`src/tdm_pkg.sv`:
```
// shared constants, register map and carrier types of the drive monitor
package tdm_pkg;

  ////////////////////////////////////////////////////////////////////////
  // bus widths and answers
  localparam int          ADDR_W      = 16;
  localparam int          DATA_W      = 32;
  localparam int          REG_W       = 8;
  localparam logic [1:0]  RESP_OK     = 2'h0;
  localparam logic [1:0]  RESP_DECODE = 2'h3;

  ////////////////////////////////////////////////////////////////////////
  // register indices; the byte address is four times the index
  localparam logic [13:0] IDX_INT_STATUS = 14'h1302;
  localparam logic [13:0] IDX_ALARM      = 14'h1303;
  localparam logic [13:0] IDX_TX_CTRL    = 14'h1304;
  localparam logic [13:0] IDX_INT_MASK   = 14'h1310;

  ////////////////////////////////////////////////////////////////////////
  // transmit control fields
  localparam int          TXC_LEVEL    = 0;
  localparam int          TXC_ALL_ONES = 2;
  localparam int          TXC_INTERNAL = 5;
  localparam logic [7:0]  TXC_WMASK    = 8'h25;
  localparam logic [7:0]  TXC_RST      = 8'h00;

  ////////////////////////////////////////////////////////////////////////
  // interrupt status and mask fields
  localparam int          INT_DRIVE    = 0;
  localparam int          INT_SIGNAL   = 1;
  localparam int          INT_LOCK     = 2;
  localparam int          INT_FIFO     = 3;
  localparam logic [7:0]  INT_WMASK    = 8'h0f;
  localparam logic [7:0]  INT_STAT_RST = 8'h00;
  localparam logic [7:0]  INT_MASK_RST = 8'h0f;

  ////////////////////////////////////////////////////////////////////////
  // alarm status fields
  localparam int          AL_DRIVE     = 0;
  localparam int          AL_SIGNAL    = 1;
  localparam int          AL_LOCK      = 2;
  localparam int          AL_FIFO      = 3;
  localparam int          AL_ANALOG    = 4;
  localparam int          AL_DIGITAL   = 5;

  ////////////////////////////////////////////////////////////////////////
  // silence interval in line bit periods
  localparam int          SILENCE_BITS = 128;

  ////////////////////////////////////////////////////////////////////////
  // carrier types
  typedef struct packed {
    logic              read;
    logic              write;
    logic [ADDR_W-1:0] address;
    logic [DATA_W-1:0] writedata;
    logic [3:0]        byteenable;
  } tdm_avs_req_t;

  typedef struct packed {
    logic digital_loss;
    logic analog_loss;
    logic fifo_limit;
    logic lock_loss;
    logic signal_loss;
  } tdm_alarm_t;

  typedef enum logic [0:0] {
    MON_CLEAR = 1'b0,
    MON_FAULT = 1'b1
  } tdm_mon_state_t;

endpackage : tdm_pkg

```
`src/tdm_silence_det.sv`:
```
// silence counter: flags a run of line bit periods with no pulse
`timescale 1ns/1ps
module tdm_silence_det #(
  parameter int LIMIT = tdm_pkg::SILENCE_BITS
) (
  // clock and reset
  input  wire logic ref_clk,
  input  wire logic rst_n,
  input  wire logic clk_en,
  // line side
  input  wire logic bit_en,
  input  wire logic pulse,
  // result
  output logic      expired
);

  localparam int CNT_W = $clog2(LIMIT + 1);
  localparam logic [CNT_W-1:0] TERM = CNT_W'(LIMIT);
  localparam logic [CNT_W-1:0] ONE  = CNT_W'(1);

  // the counter cannot time a run shorter than two bits
  if (LIMIT < 2) begin : g_bad_limit
    $error("tdm_silence_det: LIMIT must be at least 2");
  end

  logic [CNT_W-1:0] count;
  wire              at_term = (count == TERM);
  wire [CNT_W-1:0]  next_count = pulse ? '0 :
                                 (bit_en && !at_term) ? count + ONE :
                                 count;

  ////////////////////////////////////////////////////////////////////////
  // counts bit periods; any pulse restarts it, it saturates at term
  always_ff @(posedge ref_clk or negedge rst_n) begin
    if (!rst_n) begin
      count   <= '0;
      expired <= 1'b0;
    end else if (clk_en) begin
      count   <= next_count;
      expired <= (next_count == TERM);
    end
  end

endmodule : tdm_silence_det

```
`src/tdm_top.sv`:
```
// transmit drive monitor with line interface status registers
//
// The Avalon-MM interface to the registers is this design's own decision.
`timescale 1ns/1ps
module tdm_top #(
  parameter int SILENCE_BITS = tdm_pkg::SILENCE_BITS
) (
  // clock, reset, enable
  input  wire logic                 ref_clk,
  input  wire logic                 rst_n,
  input  wire logic                 clk_en,
  // avalon-mm slave
  input  wire tdm_pkg::tdm_avs_req_t avs,
  output logic [31:0]               avs_readdata,
  output logic [1:0]                avs_response,
  output logic                      avs_waitrequest,
  // transmit line
  input  wire logic                 tx_bit_en,
  input  wire logic                 tx_pos_data,
  input  wire logic                 tx_neg_data,
  output logic                      tx_line_pos_out,
  output logic                      tx_line_neg_out,
  output logic                      transmit_level_select,
  // external monitor inputs
  input  wire logic                 monitor_pos_in,
  input  wire logic                 monitor_neg_in,
  // alarm levels from the receive side
  input  wire tdm_pkg::tdm_alarm_t  alarms,
  // status outputs
  output logic                      drive_fault,
  output logic                      irq_n
);

  ////////////////////////////////////////////////////////////////////////
  // register state
  logic [7:0]              tx_ctrl;
  logic [7:0]              int_status;
  logic [7:0]              int_mask;
  logic                    ones_phase;
  tdm_pkg::tdm_mon_state_t mon_state;
  tdm_pkg::tdm_alarm_t     alarms_q;
  logic                    silence_expired;

  ////////////////////////////////////////////////////////////////////////
  // address decode; unaligned or unknown words are unmapped
  wire        req        = avs.read | avs.write;
  wire        accept     = req & avs_waitrequest;
  wire        done       = req & ~avs_waitrequest;
  wire [13:0] idx        = avs.address[15:2];
  wire        aligned    = (avs.address[1:0] == 2'h0);
  wire        hit_status = aligned && (idx == tdm_pkg::IDX_INT_STATUS);
  wire        hit_alarm  = aligned && (idx == tdm_pkg::IDX_ALARM);
  wire        hit_ctrl   = aligned && (idx == tdm_pkg::IDX_TX_CTRL);
  wire        hit_mask   = aligned && (idx == tdm_pkg::IDX_INT_MASK);
  wire        hit_any    = hit_status | hit_alarm | hit_ctrl | hit_mask;
  wire        wr_low     = done & avs.write & avs.byteenable[0];
  wire [7:0]  wdata      = avs.writedata[7:0];

  ////////////////////////////////////////////////////////////////////////
  // monitored point: pads in internal mode, monitor pins otherwise
  wire internal_mode = tx_ctrl[tdm_pkg::TXC_INTERNAL];
  wire pad_pulse     = tx_line_pos_out | tx_line_neg_out;
  wire ext_pulse     = monitor_pos_in | monitor_neg_in;
  wire line_pulse    = internal_mode ? pad_pulse : ext_pulse;

  ////////////////////////////////////////////////////////////////////////
  // silence timer at the line bit rate
  tdm_silence_det #(
    .LIMIT   (SILENCE_BITS)
  ) u_silence (
    .ref_clk (ref_clk),
    .rst_n   (rst_n),
    .clk_en  (clk_en),
    .bit_en  (tx_bit_en),
    .pulse   (line_pulse),
    .expired (silence_expired)
  );

  ////////////////////////////////////////////////////////////////////////
  // fault state: declare on expiry, clear on the first pulse seen
  wire declare = (mon_state == tdm_pkg::MON_CLEAR) &&
                 silence_expired && !line_pulse;
  wire clear   = (mon_state == tdm_pkg::MON_FAULT) &&
                 line_pulse;
  tdm_pkg::tdm_mon_state_t next_mon_state;

  always_comb begin
    next_mon_state = mon_state;
    case (mon_state)
      tdm_pkg::MON_CLEAR: begin
        if (declare) begin
          next_mon_state = tdm_pkg::MON_FAULT;
        end
      end
      tdm_pkg::MON_FAULT: begin
        if (clear) begin
          next_mon_state = tdm_pkg::MON_CLEAR;
        end
      end
      default: begin
        next_mon_state = tdm_pkg::MON_CLEAR;
      end
    endcase
  end

  ////////////////////////////////////////////////////////////////////////
  // change events: both edges of the fault and of the signal, lock and fifo alarms
  wire       drive_change = declare | clear;
  wire [7:0] set_events;

  assign set_events[tdm_pkg::INT_DRIVE]  = drive_change;
  assign set_events[tdm_pkg::INT_SIGNAL] =
    alarms.signal_loss ^ alarms_q.signal_loss;
  assign set_events[tdm_pkg::INT_LOCK]   =
    alarms.lock_loss ^ alarms_q.lock_loss;
  assign set_events[tdm_pkg::INT_FIFO]   =
    alarms.fifo_limit ^ alarms_q.fifo_limit;
  assign set_events[7:4] = 4'h0;

  ////////////////////////////////////////////////////////////////////////
  // alarm status view, read only; bits 7..6 read zero
  wire [7:0] alarm_view;

  assign alarm_view[tdm_pkg::AL_DRIVE]   =
    (mon_state == tdm_pkg::MON_FAULT);
  assign alarm_view[tdm_pkg::AL_SIGNAL]  = alarms.signal_loss;
  assign alarm_view[tdm_pkg::AL_LOCK]    = alarms.lock_loss;
  assign alarm_view[tdm_pkg::AL_FIFO]    = alarms.fifo_limit;
  assign alarm_view[tdm_pkg::AL_ANALOG]  = alarms.analog_loss;
  assign alarm_view[tdm_pkg::AL_DIGITAL] = alarms.digital_loss;
  assign alarm_view[7:6] = 2'h0;

  ////////////////////////////////////////////////////////////////////////
  // read data mux, captured in the accept cycle so it stands at done
  wire [7:0] rd_sel =
    hit_status ? int_status :
    hit_alarm  ? alarm_view :
    hit_ctrl   ? tx_ctrl :
    hit_mask   ? int_mask :
    8'h00;
  wire [31:0] next_readdata = {24'h000000, rd_sel};
  wire [1:0]  next_response = hit_any ? tdm_pkg::RESP_OK :
                                        tdm_pkg::RESP_DECODE;

  ////////////////////////////////////////////////////////////////////////
  // status clear: only bits actually returned by the read are dropped,
  // so an event landing between accept and done survives; a write of
  // one also clears. a set in the same cycle always wins.
  wire       rd_clr  = done & avs.read & hit_status;
  wire [7:0] clr_rd  = rd_clr ? (avs_readdata[7:0] &
                                 tdm_pkg::INT_WMASK) : 8'h00;
  wire [7:0] clr_wr  = (wr_low & hit_status) ?
                       (wdata & tdm_pkg::INT_WMASK) : 8'h00;
  wire [7:0] next_int_status =
    (int_status & ~(clr_rd | clr_wr)) | set_events;

  wire [7:0] next_int_mask = (wr_low & hit_mask) ?
                             (wdata & tdm_pkg::INT_WMASK) : int_mask;
  wire [7:0] next_tx_ctrl  = (wr_low & hit_ctrl) ?
                             (wdata & tdm_pkg::TXC_WMASK) :
                             tx_ctrl;

  // irq follows the next status so it drops with the status bit
  wire next_irq_n = ~|(next_int_status & next_int_mask);

  ////////////////////////////////////////////////////////////////////////
  // line output: all-ones sends alternating marks, else encoder data
  wire all_ones = tx_ctrl[tdm_pkg::TXC_ALL_ONES];
  wire next_pos = all_ones ? ones_phase : tx_pos_data;
  wire next_neg = all_ones ? ~ones_phase : tx_neg_data;

  ////////////////////////////////////////////////////////////////////////
  // bus handshake: waitrequest idles high and drops for one cycle
  always_ff @(posedge ref_clk or negedge rst_n) begin
    if (!rst_n) begin
      avs_waitrequest <= 1'b1;
      avs_readdata    <= 32'h00000000;
      avs_response    <= 2'h0;
    end else if (clk_en) begin
      avs_waitrequest <= ~accept;
      if (accept) begin
        avs_readdata <= next_readdata;
        avs_response <= next_response;
      end
    end
  end

  ////////////////////////////////////////////////////////////////////////
  // software registers and interrupt output
  always_ff @(posedge ref_clk or negedge rst_n) begin
    if (!rst_n) begin
      tx_ctrl    <= tdm_pkg::TXC_RST;
      int_status <= tdm_pkg::INT_STAT_RST;
      int_mask   <= tdm_pkg::INT_MASK_RST;
      irq_n      <= 1'b1;
    end else if (clk_en) begin
      tx_ctrl    <= next_tx_ctrl;
      int_status <= next_int_status;
      int_mask   <= next_int_mask;
      irq_n      <= next_irq_n;
    end
  end

  ////////////////////////////////////////////////////////////////////////
  // monitor state and alarm history for edge detection
  always_ff @(posedge ref_clk or negedge rst_n) begin
    if (!rst_n) begin
      mon_state   <= tdm_pkg::MON_CLEAR;
      drive_fault <= 1'b0;
      alarms_q    <= '0;
    end else if (clk_en) begin
      mon_state   <= next_mon_state;
      drive_fault <= (next_mon_state == tdm_pkg::MON_FAULT);
      alarms_q    <= alarms;
    end
  end

  ////////////////////////////////////////////////////////////////////////
  // transmit pads update once per bit period
  always_ff @(posedge ref_clk or negedge rst_n) begin
    if (!rst_n) begin
      tx_line_pos_out       <= 1'b0;
      tx_line_neg_out       <= 1'b0;
      ones_phase            <= 1'b0;
      transmit_level_select <= 1'b0;
    end else if (clk_en) begin
      transmit_level_select <= next_tx_ctrl[tdm_pkg::TXC_LEVEL];
      if (tx_bit_en) begin
        tx_line_pos_out <= next_pos;
        tx_line_neg_out <= next_neg;
        ones_phase      <= ~ones_phase;
      end
    end
  end

endmodule : tdm_top

```
`config.mk`:
```
export PLATFORM = sky130hd
export DESIGN_NAME = tdm_top
export DESIGN_NICKNAME = d
export VERILOG_FILES = /design/src/tdm_pkg.sv /design/src/tdm_silence_det.sv /design/src/tdm_top.sv
export SDC_FILE = /design/constraint.sdc
export NUM_CORES = 1
export LEC_CHECK = 0
export ABC_AREA = 1
export CAP_MARGIN = 15
export CELL_PAD_IN_SITES_DETAIL_PLACEMENT = 0
export CELL_PAD_IN_SITES_GLOBAL_PLACEMENT = 1
export CORE_UTILIZATION = 35
export CTS_CLUSTER_SIZE = 12
export DETAILED_ROUTE_END_ITERATION = 10
export DONT_BUFFER_PORTS = 1
export PLACE_DENSITY_LB_ADDON = 0.1
export SYNTH_ARGS = -nofsm -noshare
export SYNTH_HDL_FRONTEND = slang
export SYNTH_HIERARCHICAL = 1
export SYNTH_SLANG_ARGS = --single-unit
```
`constraint.sdc`:
```
create_clock -name ref_clk -period 3.8 [get_ports ref_clk]
set_input_delay 0.76 -clock ref_clk [delete_from_list [all_inputs] [get_ports ref_clk]]
set_output_delay 0.76 -clock ref_clk [all_outputs]
set_load 0.01 [all_outputs]
```
==> metrics.txt <==
status finished, final reports clean; Worst-path clk slew 0.07 ns; worst-path fanout max 11; max_cap viols 0; placed cells 435; via count 2,030; pwr/cell area 313 nW/um^2; die area 7750 um^2; vias in the first global route 2,013; pin count of the biggest net entering global routing 37; setup bufs post-CTS 0; Clk pwr share 31.4%; FFs w/ async S/R, synth 100%; Via density 4.58; IO Port Bufs 0; PnR worst setup slack 1.85 ns; Yosys cell types 43; # H-tree levels 2; RSZ-0062 raised after global routing false; final hold vios 0; CTS Sinks 36; Area after DPL 2570 um^2; worst path arrival time 2.12 ns; Main synth FF type dfrtp_1; final core occ 38.0%; wire per inst 13.5 um; Final period util 51.4%; sw frac 29.0%; Seq/Total Area, Yosys 35.1%; FF+latch area 908 um^2; crit path to tx_ctrl[5]; pin slew with the least headroom to its limit 0.532 ns; Post-CTS Resized 0; Req. time, crit path 3.97 ns; WL final 5960 um; DRT Pass-1 Iters 4; Post-Route Skew 0.00450 ns; initial core utilization 37.1%; TritonCTS Buffers 5; DP HPWL 4660 um; Fmax 512 MHz; ratio of cells with drive above 1 in the final layout 13.3%; n_diodes 0; static leakage 1.28 nW; Area growth syn-to-layout 2.42%; initial antenna violation count 0; Final #Nets 415; Switching Power 0.241 mW; final RePlAce weighted congestion 0.768; post-layout min period 1.95 ns; Worst Setup SP avs[49]; Clock Tree Root clkbuf_8; CTS Buffer Depth 2; Post-synth EDFFs 0; reg-to-reg critical path startpoint avs_waitrequest; Worst Hold Margin 0.166 ns; Seq pwr share 54.2%; Total GRT Usage 17.1%; min-delay worst type in2async; yosys warns 6; Residual DRC 0; worst skew pair latency 0.28 ns; #FFs+latches synth 36; Slew headroom 64.5%; number of fill cells 801; flop2flop setup slack 2.07 ns; crit path launch type primary input; fin. max-slew vios 0; Multi-input gate area 1380 um^2; final setup violating endpoints 0; Peak VDD IR 0.164 mV; worst reg2reg path endpoint avs_readdata[3]; syn avg cell area 7.49 um^2; GRT overflow 0; non-filler instance count after layout 443; Syn Inst Count 346; Detailed Route Iter0 Violations 100; CP Capture Type flop; core area 6980 um^2; CTS tree yes; Internal Pwr Total 0.590 mW; row count 30; final setup TNS 0 ns; Die X 88.0 um; Power, Total 0.831 mW; Worst Setup Path Type in2reg; design area 2650 um^2; pre-CTS WS 1.49 ns; Die H 88.0 um; Worst R2R Path Depth 7; io pins 107; Syn Std Cell Area 2590 um^2; first-pass GRT wire length 9940 um; hold buffer count at cts 0; antenna-violating nets left 0; Comb pwr share 14.4%
-- worst min path at each step --
stage                                    to         startpoint  cells past startpoint
final                           alarms_q[2]              rst_n                      0
after global routing             tx_ctrl[5]              rst_n                      0
after CTS                       alarms_q[2]              rst_n                      0
after detailed placement        alarms_q[2]              rst_n                      0
after global placement          alarms_q[2]              rst_n                      0
after floorplan           u_silence/expired  u_silence/expired                      2
-- sequential cells by signal, summed over array words and instances, names as in the netlist --
name and cells:
tx_ctrl 3, avs_readdata 6, irq_n 1, tx_line_neg_out 1, tx_line_pos_out 1, ones_phase 1, int_status 4, u_silence/expired 1
u_silence/count 8, avs_waitrequest 1, avs_response 1, alarms_q 3, int_mask 4, mon_state 1
-- synthesized netlist by cell type (2+ instances only) --
cell	number	area, um^2
a21oi_1	6	30.0
a32o_1	2	20.0
buf_4	28	210
clkbuf_1	2	7.51
dfrtp_1	30	751
dfstp_2	6	158
ha_1	2	25.0
inv_1	35	131
inv_2	5	18.8
inv_4	2	12.5
mux2_4	2	30.0
nand2_1	99	372
nand2_2	3	18.8
nand2_4	2	22.5
nand3_1	24	120
nand3_2	2	20.0
nand3_4	2	35.0
nand4_1	12	75.1
nor2_1	21	78.8
nor2_2	5	31.3
nor2_4	4	45.0
o211ai_1	5	37.5
o21ai_0	6	30.0
o21ai_1	18	90.1
o21bai_1	2	15.0
xnor2_1	3	26.3
xor2_1	2	17.5
-- layout by cell type (no fill, tap or decap), types with 12 or more instances in the layout --
| master | n |
|---|---|
| nor2_1 | 21 |
| nand2_1 | 99 |
| conb_1 | 26 |
| nand3_1 | 24 |
| dfrtp_1 | 30 |
| nand4_1 | 12 |
| o21ai_1 | 18 |
| inv_1 | 35 |
-- layout make-up --
| class | instances | share of cell area [%] |
|---|---|---|
| multi-input cells | 260 | 51.8 |
| flip-flops and latches | 36 | 34.2 |
| inverters | 43 | 6.32 |
| well taps | 96 | 4.53 |
| clock buffers | 7 | 2.88 |
| clock inverters | 1 | 0.189 |
-- layer usage --
metal	track usage (%)	vias up	share of wire, %
met2	31.3	34	51
met3	3.96	5	4.8
met5	0	-	0
met1	20.1	918	43
met4	4.40	0	0.77
li1	-	1073	-
-- cells by family (layout without fill, tap and decap cells) --
logic type	count (synthesis)	after routing	synth area share, %
and+or+nand+nor	181	181	35.2
buffers and inverters	75	51	15.5
AOI/OAI and AO/OA	44	44	10.3
DFF	36	36	35.1
xor gates and xnor gates	5	5	1.69
adders and majority gates	2	2	0.966
muxes	2	2	1.16
other	1	26	0.145
-- power by group through the flow --
stage          clock (mW)  sequential, mW  combinational [mW]
3_3_place_gp            0           0.458               0.120
3_5_place_dp            0           0.458               0.120
6_report            0.261           0.451               0.119
5_1_grt             0.290           0.455               0.139
4_1_cts             0.276           0.451               0.121
2_1_floorplan           0           0.450               0.129
-- worst max-delay path, cell delays in order --
cell,delay [ns]
nor2_1,0.08
nand3_1,0.15
nor2_2,0.45
and2_4,0.28
nand3_4,0.09
mux2_4,0.31
(Power assumes the default switching activity.)
